--- src/drive_map_defines.svh ---
// How it works
// - Serve pair 20/70 unconfigured, or 21/71 when selected
// - Supervisor, motor, drive, assembly objects readable
// - Output bit0 drives command bit0 forward
// - Assembly 21 bit1 drives command bit1
// - Fault clear rising edge pulses command bit15
// - Network select bits accepted, no effect
// - Frequency equals RPM times poles over 120
// - Pole count captured once after boot
// - Input bit0 from status bit11
// - Alert bit always sent as zero
// - Input bit2 from status bit0
// - Assembly 71 bit3 from status bit1
// - Ready bit in Ready, Enabled, Stopping
// - Network indication bits always zero
// - At speed: running, not accelerating/decelerating
// - Assembly 71 byte1 carries supervisor state
// - Actual RPM equals Hz times 120 over poles
`ifndef DRIVE_MAP_DEFINES_SVH
`define DRIVE_MAP_DEFINES_SVH

// ==========================================================
// Register offsets
`define CONN_CFG_ADDR 12'h000
`define OUT_IMAGE_ADDR 12'h004
`define IN_IMAGE_ADDR 12'h008
`define OBJ_SEL_ADDR 12'h00C
`define OBJ_DATA_ADDR 12'h010
`define CMD_VIEW_ADDR 12'h014

// ==========================================================
// Reset values
`define CONN_CFG_RESET 1'b0
`define OUT_IMAGE_RESET 32'h0000_0000
`define OBJ_SEL_RESET 8'h00

// ==========================================================
// Field positions
`define OUT_RUN_FWD_BIT 0
`define OUT_RUN_REV_BIT 1
`define OUT_FAULT_CLR_BIT 2
`define CMD_FWD_BIT 0
`define CMD_REV_BIT 1
`define CMD_RESET_BIT 15
`define STAT_FWD_BIT 0
`define STAT_REV_BIT 1
`define STAT_ACC_BIT 9
`define STAT_DEC_BIT 10
`define STAT_ALARM_BIT 11

// ==========================================================
// Object class codes
`define CLASS_ASSEMBLY 8'h04
`define CLASS_MOTOR 8'h28
`define CLASS_SUPERVISOR 8'h29
`define CLASS_DRIVE 8'h2A

// ==========================================================
// Conversion and timing
`define SPEED_FACTOR 16'h0078
`define DIV_STEPS 6'h20

`endif

--- src/drive_map_pkg.sv ---
package drive_map_pkg;

    typedef enum logic [7:0] {
        SUP_STARTUP = 8'b0000_0001,
        SUP_NOT_READY = 8'b0000_0010,
        SUP_READY = 8'b0000_0011,
        SUP_ENABLED = 8'b0000_0100,
        SUP_STOPPING = 8'b0000_0101,
        SUP_FAULT_STOP = 8'b0000_0110,
        SUP_FAULTED = 8'b0000_0111
    } sup_state_type;

    // Truncated quotient clamped to a 16-bit register
    function automatic logic [15:0] sat16(input logic [31:0] value);
        if (value[31:16] != 16'h0000) begin
            return 16'hFFFF;
        end
        return value[15:0];
    endfunction

endpackage

--- src/speed_divider.sv ---
`timescale 1ns/1ps
`default_nettype none
`include "drive_map_defines.svh"

module speed_divider (
    input wire logic clk,
    input wire logic sys_rst,
    input wire logic start,
    input wire logic [31:0] dividend,
    input wire logic [15:0] divisor,
    output logic busy,
    output logic done,
    output logic [31:0] quotient
);

    logic [16:0] remainder;
    logic [5:0] steps;
    logic [16:0] trial;
    logic [15:0] heldDivisor;
    logic [31:0] heldDividend;

    assign trial = {remainder[15:0], quotient[31]};

    // ==========================================================
    // Restoring division, one quotient bit per clock
    always_ff @(posedge clk or posedge sys_rst) begin
        if (sys_rst) begin
            remainder <= 17'h0_0000;
            quotient <= 32'h0000_0000;
            steps <= 6'h00;
            busy <= 1'b0;
            done <= 1'b0;
            heldDivisor <= 16'h0000;
            heldDividend <= 32'h0000_0000;
        end else begin
            done <= 1'b0;
            if (!busy) begin
                if (start) begin
                    remainder <= 17'h0_0000;
                    quotient <= dividend;
                    heldDividend <= dividend;
                    heldDivisor <= divisor;
                    steps <= `DIV_STEPS;
                    busy <= 1'b1;
                end
            end else begin
                if (trial >= {1'b0, heldDivisor}) begin
                    remainder <= trial - {1'b0, heldDivisor};
                    quotient <= {quotient[30:0], 1'b1};
                end else begin
                    remainder <= trial;
                    quotient <= {quotient[30:0], 1'b0};
                end
                steps <= steps - 6'h01;
                if (steps == 6'h01) begin
                    busy <= 1'b0;
                    done <= 1'b1;
                end
            end
        end
    end

    chk_div_latency: assert property (@(posedge clk) disable iff (sys_rst)
        (start && !busy) |-> ##33 done)
        else $error("divider result not ready after 33 cycles");

    chk_div_truncates: assert property (@(posedge clk) disable iff (sys_rst)
        (done && heldDivisor != 16'h0000) |->
        ({16'h0000, heldDividend} - {16'h0000, quotient} * {32'h0000_0000, heldDivisor})
        < {32'h0000_0000, heldDivisor})
        else $error("divider quotient not truncated correctly");

endmodule

`default_nettype wire

--- src/supervisor_fsm.sv ---
`timescale 1ns/1ps
`default_nettype none

module supervisor_fsm (
    input wire logic clk,
    input wire logic sys_rst,
    input wire logic bootDone,
    input wire logic runRequest,
    input wire logic faultActive,
    input wire logic running,
    output var drive_map_pkg::sup_state_type state
);

    drive_map_pkg::sup_state_type next_state;

    // ==========================================================
    // Control supervisor state transitions
    always_comb begin
        next_state = state;
        unique case (state)
            drive_map_pkg::SUP_STARTUP: begin
                if (bootDone) begin
                    next_state = drive_map_pkg::SUP_NOT_READY;
                end
            end
            drive_map_pkg::SUP_NOT_READY: begin
                if (faultActive) begin
                    next_state = drive_map_pkg::SUP_FAULTED;
                end else begin
                    next_state = drive_map_pkg::SUP_READY;
                end
            end
            drive_map_pkg::SUP_READY: begin
                if (faultActive) begin
                    next_state = drive_map_pkg::SUP_FAULT_STOP;
                end else if (runRequest) begin
                    next_state = drive_map_pkg::SUP_ENABLED;
                end
            end
            drive_map_pkg::SUP_ENABLED: begin
                if (faultActive) begin
                    next_state = drive_map_pkg::SUP_FAULT_STOP;
                end else if (!runRequest) begin
                    next_state = drive_map_pkg::SUP_STOPPING;
                end
            end
            drive_map_pkg::SUP_STOPPING: begin
                if (faultActive) begin
                    next_state = drive_map_pkg::SUP_FAULT_STOP;
                end else if (runRequest) begin
                    next_state = drive_map_pkg::SUP_ENABLED;
                end else if (!running) begin
                    next_state = drive_map_pkg::SUP_READY;
                end
            end
            drive_map_pkg::SUP_FAULT_STOP: begin
                if (!running) begin
                    next_state = drive_map_pkg::SUP_FAULTED;
                end
            end
            drive_map_pkg::SUP_FAULTED: begin
                if (!faultActive) begin
                    next_state = drive_map_pkg::SUP_NOT_READY;
                end
            end
            default: begin
                next_state = drive_map_pkg::SUP_STARTUP;
            end
        endcase
    end

    always_ff @(posedge clk or posedge sys_rst) begin
        if (sys_rst) begin
            state <= drive_map_pkg::SUP_STARTUP;
        end else begin
            state <= next_state;
        end
    end

    chk_fault_stops: assert property (@(posedge clk) disable iff (sys_rst)
        (faultActive && (state == drive_map_pkg::SUP_READY
            || state == drive_map_pkg::SUP_ENABLED
            || state == drive_map_pkg::SUP_STOPPING))
        |=> state == drive_map_pkg::SUP_FAULT_STOP)
        else $error("fault did not move supervisor to fault stop");

endmodule

`default_nettype wire

--- src/drive_profile_assembly_mapper.sv ---
`timescale 1ns/1ps
`default_nettype none
`include "drive_map_defines.svh"

module drive_profile_assembly_mapper (
    input wire logic clk,
    input wire logic sys_rst,
    input wire logic [11:0] paddr,
    input wire logic psel,
    input wire logic penable,
    input wire logic pwrite,
    input wire logic [31:0] pwdata,
    output logic [31:0] prdata,
    output logic pready,
    output logic pslverr,
    output logic [15:0] commandWord,
    output logic [15:0] frequencyCommand,
    input wire logic [15:0] statusWord,
    input wire logic [15:0] outputFrequency,
    input wire logic [7:0] poleCountSetting
);

    // ==========================================================
    // Declarations
    logic pairSelect;
    logic [31:0] outImage;
    logic [31:0] inImage;
    logic [7:0] objectSelect;
    logic faultClearSeen;
    logic [7:0] poleCount;
    logic bootDone;
    logic [15:0] speedActual;
    logic apbAccess;
    logic apbWrite;
    logic addrKnown;
    logic [31:0] readValue;
    logic [31:0] objectData;
    logic runningAny;
    logic atSpeed;
    logic readyState;
    logic fwdDone;
    logic [31:0] fwdQuotient;
    logic revDone;
    logic [31:0] revQuotient;
    logic [31:0] fwdDividend;
    logic [31:0] revDividend;
    drive_map_pkg::sup_state_type supState;

    assign apbAccess = psel && penable && pready;
    assign apbWrite = apbAccess && pwrite;
    assign runningAny = statusWord[`STAT_FWD_BIT] || statusWord[`STAT_REV_BIT];
    assign atSpeed = runningAny && !statusWord[`STAT_ACC_BIT]
        && !statusWord[`STAT_DEC_BIT];
    assign readyState = supState == drive_map_pkg::SUP_READY
        || supState == drive_map_pkg::SUP_ENABLED
        || supState == drive_map_pkg::SUP_STOPPING;
    assign fwdDividend = {16'h0000, outImage[31:16]} * {24'h00_0000, poleCount};
    assign revDividend = {16'h0000, outputFrequency} * {16'h0000, `SPEED_FACTOR};

    // ==========================================================
    // Pole count capture after reset release
    always_ff @(posedge clk or posedge sys_rst) begin
        if (sys_rst) begin
            poleCount <= 8'h00;
            bootDone <= 1'b0;
        end else if (!bootDone) begin
            poleCount <= poleCountSetting;
            bootDone <= 1'b1;
        end
    end

    // ==========================================================
    // Register writes
    always_ff @(posedge clk or posedge sys_rst) begin
        if (sys_rst) begin
            pairSelect <= `CONN_CFG_RESET;
            outImage <= `OUT_IMAGE_RESET;
            objectSelect <= `OBJ_SEL_RESET;
        end else if (apbWrite) begin
            unique case (paddr)
                `CONN_CFG_ADDR: pairSelect <= pwdata[0];
                `OUT_IMAGE_ADDR: outImage <= pwdata;
                `OBJ_SEL_ADDR: objectSelect <= pwdata[7:0];
                default: begin
                end
            endcase
        end
    end

    // ==========================================================
    // Command word toward the inverter
    always_ff @(posedge clk or posedge sys_rst) begin
        if (sys_rst) begin
            commandWord <= 16'h0000;
            faultClearSeen <= 1'b0;
        end else begin
            faultClearSeen <= outImage[`OUT_FAULT_CLR_BIT];
            // Select bits 5 and 6 and byte 1 are never looked at
            commandWord <= 16'h0000;
            commandWord[`CMD_FWD_BIT] <= outImage[`OUT_RUN_FWD_BIT];
            commandWord[`CMD_REV_BIT] <= pairSelect && outImage[`OUT_RUN_REV_BIT];
            commandWord[`CMD_RESET_BIT] <= outImage[`OUT_FAULT_CLR_BIT]
                && !faultClearSeen;
        end
    end

    // ==========================================================
    // Speed conversions
    speed_divider rpmToHz (
        .clk(clk),
        .sys_rst(sys_rst),
        .start(bootDone),
        .dividend(fwdDividend),
        .divisor(`SPEED_FACTOR),
        .busy(),
        .done(fwdDone),
        .quotient(fwdQuotient)
    );

    speed_divider hzToRpm (
        .clk(clk),
        .sys_rst(sys_rst),
        .start(bootDone),
        .dividend(revDividend),
        .divisor({8'h00, poleCount}),
        .busy(),
        .done(revDone),
        .quotient(revQuotient)
    );

    always_ff @(posedge clk or posedge sys_rst) begin
        if (sys_rst) begin
            frequencyCommand <= 16'h0000;
        end else if (fwdDone) begin
            frequencyCommand <= drive_map_pkg::sat16(fwdQuotient);
        end
    end

    always_ff @(posedge clk or posedge sys_rst) begin
        if (sys_rst) begin
            speedActual <= 16'h0000;
        end else if (revDone) begin
            speedActual <= drive_map_pkg::sat16(revQuotient);
        end
    end

    // ==========================================================
    // Supervisor state machine
    supervisor_fsm supervisor (
        .clk(clk),
        .sys_rst(sys_rst),
        .bootDone(bootDone),
        .runRequest(commandWord[`CMD_FWD_BIT] || commandWord[`CMD_REV_BIT]),
        .faultActive(statusWord[`STAT_ALARM_BIT]),
        .running(runningAny),
        .state(supState)
    );

    // ==========================================================
    // Input assembly image
    always_ff @(posedge clk or posedge sys_rst) begin
        if (sys_rst) begin
            inImage <= 32'h0000_0000;
        end else begin
            inImage <= 32'h0000_0000;
            inImage[0] <= statusWord[`STAT_ALARM_BIT];
            inImage[2] <= statusWord[`STAT_FWD_BIT];
            inImage[3] <= pairSelect && statusWord[`STAT_REV_BIT];
            inImage[4] <= pairSelect && readyState;
            inImage[7] <= pairSelect && atSpeed;
            inImage[15:8] <= pairSelect ? supState : 8'h00;
            inImage[31:16] <= speedActual;
        end
    end

    // ==========================================================
    // Object attribute access
    always_comb begin
        unique case (objectSelect)
            `CLASS_ASSEMBLY: objectData = inImage;
            `CLASS_MOTOR: objectData = {24'h00_0000, poleCount};
            `CLASS_SUPERVISOR: objectData = {24'h00_0000, supState};
            `CLASS_DRIVE: objectData = {speedActual, frequencyCommand};
            default: objectData = 32'h0000_0000;
        endcase
    end

    // ==========================================================
    // APB read path and answer
    always_comb begin
        addrKnown = 1'b1;
        readValue = 32'h0000_0000;
        unique case (paddr)
            `CONN_CFG_ADDR: readValue = {31'h0000_0000, pairSelect};
            `OUT_IMAGE_ADDR: readValue = outImage;
            `IN_IMAGE_ADDR: readValue = inImage;
            `OBJ_SEL_ADDR: readValue = {24'h00_0000, objectSelect};
            `OBJ_DATA_ADDR: readValue = objectData;
            `CMD_VIEW_ADDR: readValue = {frequencyCommand, commandWord};
            default: addrKnown = 1'b0;
        endcase
    end

    always_ff @(posedge clk or posedge sys_rst) begin
        if (sys_rst) begin
            pready <= 1'b0;
            pslverr <= 1'b0;
            prdata <= 32'h0000_0000;
        end else begin
            pready <= psel && !penable;
            pslverr <= psel && !penable && !addrKnown;
            prdata <= (psel && !penable && !pwrite) ? readValue : 32'h0000_0000;
        end
    end

    // ==========================================================
    // Checks
    chk_fwd_copy: assert property (@(posedge clk) disable iff (sys_rst)
        (apbWrite && paddr == `OUT_IMAGE_ADDR)
        |=> ##1 commandWord[`CMD_FWD_BIT] == $past(pwdata[0], 2))
        else $error("forward run not copied to command word");

    chk_rev_gated: assert property (@(posedge clk) disable iff (sys_rst)
        $past(!pairSelect) |-> !commandWord[`CMD_REV_BIT])
        else $error("reverse run passed with assembly 20");

    chk_reset_edge: assert property (@(posedge clk) disable iff (sys_rst)
        commandWord[`CMD_RESET_BIT] |->
        ($past(outImage[`OUT_FAULT_CLR_BIT], 1) && !$past(outImage[`OUT_FAULT_CLR_BIT], 2))
        ##1 !commandWord[`CMD_RESET_BIT])
        else $error("fault reset pulse without rising edge");

    chk_pole_frozen: assert property (@(posedge clk) disable iff (sys_rst)
        $past(bootDone) |-> $stable(poleCount))
        else $error("pole count changed after boot");

    chk_fault_bit: assert property (@(posedge clk) disable iff (sys_rst)
        inImage[0] == $past(statusWord[`STAT_ALARM_BIT]))
        else $error("fault bit does not follow status");

    chk_zero_bits: assert property (@(posedge clk) disable iff (sys_rst)
        (inImage[1] == 1'b0 && inImage[6:5] == 2'b00)
        and ($past(!pairSelect) |-> inImage[15:3] == 13'h0000))
        else $error("unused input bits not zero");

    chk_at_speed: assert property (@(posedge clk) disable iff (sys_rst)
        inImage[7] |-> $past(pairSelect && runningAny
        && !statusWord[`STAT_ACC_BIT] && !statusWord[`STAT_DEC_BIT]))
        else $error("at speed set while not at speed");

    chk_ready_bit: assert property (@(posedge clk) disable iff (sys_rst)
        $past(pairSelect) |-> inImage[4] == $past(readyState))
        else $error("ready bit does not match supervisor state");

    chk_apb_answer: assert property (@(posedge clk) disable iff (sys_rst)
        (psel && !penable) |=> pready ##1 !pready)
        else $error("apb answer not given in one cycle");

endmodule

`default_nettype wire

--- config.mk ---
export PLATFORM = sky130hd
export DESIGN_NAME = drive_profile_assembly_mapper
export DESIGN_NICKNAME = d
export VERILOG_FILES = /design/src/drive_map_pkg.sv /design/src/speed_divider.sv /design/src/supervisor_fsm.sv /design/src/drive_profile_assembly_mapper.sv
export VERILOG_INCLUDE_DIRS = /design/src
export SDC_FILE = /design/constraint.sdc
export NUM_CORES = 1
export LEC_CHECK = 0
export BUFFER_PORTS_ARGS = -buffer_cell sky130_fd_sc_hd__buf_2
export CAP_MARGIN = 30
export CORE_UTILIZATION = 45
export CTS_CLUSTER_SIZE = 10
export DETAILED_ROUTE_END_ITERATION = 6
export GPL_TIMING_DRIVEN = 1
export PLACE_DENSITY = 0.67
export SETUP_SLACK_MARGIN = 0.1
export SYNTH_ARGS = -nofsm -noshare
export SYNTH_HDL_FRONTEND = slang
export SYNTH_SLANG_ARGS = --single-unit
--- constraint.sdc ---
create_clock -name clk -period 13.06 [get_ports clk]
set_input_delay 3.918 -clock clk [delete_from_list [all_inputs] [get_ports clk]]
set_output_delay 3.918 -clock clk [all_outputs]
set_load 0.05 [all_outputs]
==> impl_metrics.toml <==
[outcome]
status = "complete, no violations"

[placed_design]
hpwl_mm = 29.51
place_congestion = 0.8698
io_buffers = 130

[sta]
fmax_mhz = 146.3
finalSetupTns_ps = 0
worst_pin_slew_ps = 1011
finalSetupViolations = 0
final-hold-violation-count = 0
slew_violations = 0
rsz0062_at_grt = "false"
post-route-min-period_ps = 6834
clock_skew_ps = 14.62
fin_crit_sh_pct = 52.33
max_slew_margin_pct = 32.59

[grt]
grt_pass1_wl_mm = 67.44
antenna_found_initial = 1
grt_pass1_vias = 12640
overflow = 0
grt_usage_pct = 21.65
grt_max_degree = 164

[setup_path]
crit_chain = "buf_2, fa_1, fa_1, ha_1, a21o_1, a21oi_1, nor2b_1, o21ai_0, o311ai_1, a31oi_1, or4_1, nand3_1"
crit_family = "adder cells"
r2r_cells = 17
crit_arrival_ps = 7330
startpoint_type = "input port"
critPathBufInv = 1
ff2ff_setup_slack_ps = 7380
critPathSlowestCell = "fa_1"
reg2reg_from = "poleCount[4]$_DFFE_PP0N_"
cp.required_ps = 13550
crit_type = "in2reg"
endpoint_kind = "flip-flop"
timing.rr.end = "rpmToHz.quotient[20]$_DFFE_PP0P_"
slowest_delay_ps = 570
crit_top_cell = "fa_1"
cp_max_fo = 3

[power_and_ir_drop]
power.density_nw_per_um2 = 168.7
ir_drop_mv = 0.09789
power_mw = 3.249
p_clk_share_pct = 23.3
p_leak_nw = 9.263
swShare_pct = 37.24
intPower_mw = 2.039
power_switching_mw = 1.210
p_comb_share_pct = 33.9
p_seq_share_pct = 42.8

[clock_tree]
cts_tree = "done"
clock_sinks = 268
clk_latency_ps = 560
clkSlewWorstSetupHoldPaths_ps = 60
cts_buffers = 31
cts_hold_buf = 0
root_buffer = "clkbuf_16"
clock_path_buffers = 3
cts_setup_buffers = 0
cts_htree_levels = 1
cts.repair.resized = 0

[yosys]
yosys_warnings = 0
synth_async_sr_flop_share_pct = 100.0
synth-edff-count = 0
syn_avg_cell_area_sq_um = 10.51
yosysSeqAreaShare_pct = 38.62
synth_top_area_share_pct = 38.47
ys_top_cells_by_area = "dfrtp_1 (38%), fa_1 (13%), ha_1 (6.0%)"
synth_cell_types = 79
ys_dominant_reg_cell = "dfrtp_1"
synth_cells = 1653
netlist_top_cells_count = "dfrtp_1 (267), inv_1 (135), nand2_1 (129)"
ys_ff_latch = 268
synth.cell_area_sq_um = 17370
post-synth-top-count-cell = "dfrtp_1"
synth_top_cell_by_area = "dfrtp_1"

[worst_hold_path]
hold_depth = 1
hold_end = "commandWord[15]$_DFF_PP0_"
worstHoldPathType = "reg2reg"
hp-start = "faultClearSeen$_DFF_PP0_"

[floorplanning]
chipWidth_microns = 198.5
io_pins = 155
die_height_microns = 198.5
die_area_sq_um = 39380
rows = 71
initial_core_util_pct = 45.89
design.core.area_sq_um = 37840

[layout]
area_growth_pct = 10.86
antenna_cells = 0
drive_above_1_share_pct = 14.24
ff_latch_area_sq_um = 6709
multi_input_area_sq_um = 9803
final_util_pct = 50.88
num-fill-cells = 3471
fin_nets = 2036

[drt]
drt-initial-drc-count = 827
drc_errors = 0
wl_per_cell_microns = 18.42
totalWireLength_mm = 41.88
ant_nets = 0
num_vias = 12690
dr.pass1.iters = 6
via_per_inst = 5.580

[flow_run]
cap_violations = 0
cell usage in the layout, fill, tap and decap left out, drive strengths merged, types with 15 or more instances in the layout:
| master | netlist | final |
|---|---|---|
| o22a | 32 | 32 |
| xnor2 | 31 | 31 |
| and3 | 19 | 19 |
| a21o | 20 | 20 |
| ha | 83 | 83 |
| fa | 115 | 115 |
| a22o | 46 | 46 |
| a222oi | 22 | 22 |
| buf | 33 | 140 |
| inv | 135 | 137 |
| o21ai | 101 | 101 |
| dfrtp | 267 | 267 |
| and2 | 116 | 116 |
| nor2 | 83 | 83 |
| nor2b | 20 | 20 |
| nor4 | 15 | 15 |
| nand2 | 129 | 129 |
| mux2i | 23 | 23 |
| mux2 | 70 | 70 |
| xor2 | 24 | 24 |
| a21oi | 50 | 50 |
| clkbuf | 56 | 45 |
| a22oi | 21 | 21 |
cell type report:
| cell class | instances | share of cell area [%] |
|---|---|---|
| Sequential cell | 268 | 34.85 |
| Timing Repair Buffer | 140 | 3.834 |
| Clock inverter | 2 | 0.09098 |
| Tap cell | 511 | 3.321 |
| Clock buffer | 45 | 4.302 |
| Inverter | 136 | 2.690 |
| Multi-Input combinational cell | 1172 | 50.92 |
per-layer routing:
| layer | GRT usage, % | share of wire [%] |
|---|---|---|
| met5 | 0 | 0 |
| met4 | 5.556 | 2.1 |
| met3 | 3.984 | 5.9 |
| met2 | 34.81 | 48 |
| met1 | 30.15 | 44 |
worst max path at each step:
stage                             startpoint                                to  slack (ps)  cells past startpoint
after floorplan                      sys_rst                bootDone$_DFF_PP0_        1760                      1
after global placement    outputFrequency[0]  hzToRpm.quotient[22]$_DFFE_PP0P_        5770                     12
after detailed placement  outputFrequency[0]  hzToRpm.quotient[22]$_DFFE_PP0P_        5730                     12
after CTS                 outputFrequency[0]  hzToRpm.quotient[22]$_DFFE_PP0P_        6280                     12
after global routing      outputFrequency[0]  hzToRpm.quotient[22]$_DFFE_PP0P_        6100                     12
final                     outputFrequency[0]  hzToRpm.quotient[22]$_DFFE_PP0P_        6230                     12
state kept, by name, indices dropped and copies added (netlist names), 3 cells and up:
name	cells
hzToRpm.heldDivisor	8
inImage	24
frequencyCommand	16
hzToRpm.steps	6
rpmToHz.remainder	16
rpmToHz.steps	6
speedActual	16
supervisor.state	3
prdata	32
commandWord	3
hzToRpm.quotient	32
objectSelect	8
outImage	32
rpmToHz.quotient	32
hzToRpm.remainder	16
poleCount	8
worst reg2reg max path: cells and delay by family (launching register included):
family | cells | cell delay, ps
AO/OA/AOI/OAI | 4 | 1170
AND/OR/NAND/NOR | 3 | 570
buffers and inverters | 3 | 170
flip-flops | 1 | 970
XOR/XNOR | 1 | 170
adder cells (fa/ha/maj) | 5 | 2430
multiplexers | 1 | 100
cells by family after synthesis:
group	Yosys count	synth area share (%)
AOI/OAI and AO/OA	356	14.50
xor gates and xnor gates	55	2.774
adders and majority gates	198	19.23
buffers and inverters	225	5.295
DFF	268	38.62
muxes	93	5.864
other	2	0.04324
and+or+nand+nor	456	13.67
power by group through the flow:
stage	clock, mW	combinational (mW)	sequential [mW]
global placement	0	1.07	1.38
CTS	0.772	1.11	1.38
detailed placement	0	1.11	1.40
floorplan	0	0.833	1.36
finish	0.756	1.10	1.39
global route	0.805	1.24	1.42
metrics by stage:
| stage | std cells | hold WS [ps] | worst slack (ps) | instance area (sq um) |
|---|---|---|---|---|
| floorplan | 1665 | 370.6 | 1762 | 17410 |
| global placement | 2227 | 382.7 | 5768 | 18410 |
| detailed placement | 2227 | 387.3 | 5728 | 18410 |
| CTS | 2274 | 394.8 | 6283 | 19250 |
| global route | 2274 | 401.9 | 6100 | 19250 |
| finish | 2274 | 392.0 | 6226 | 19250 |
Power figures use the tool's default switching activity.
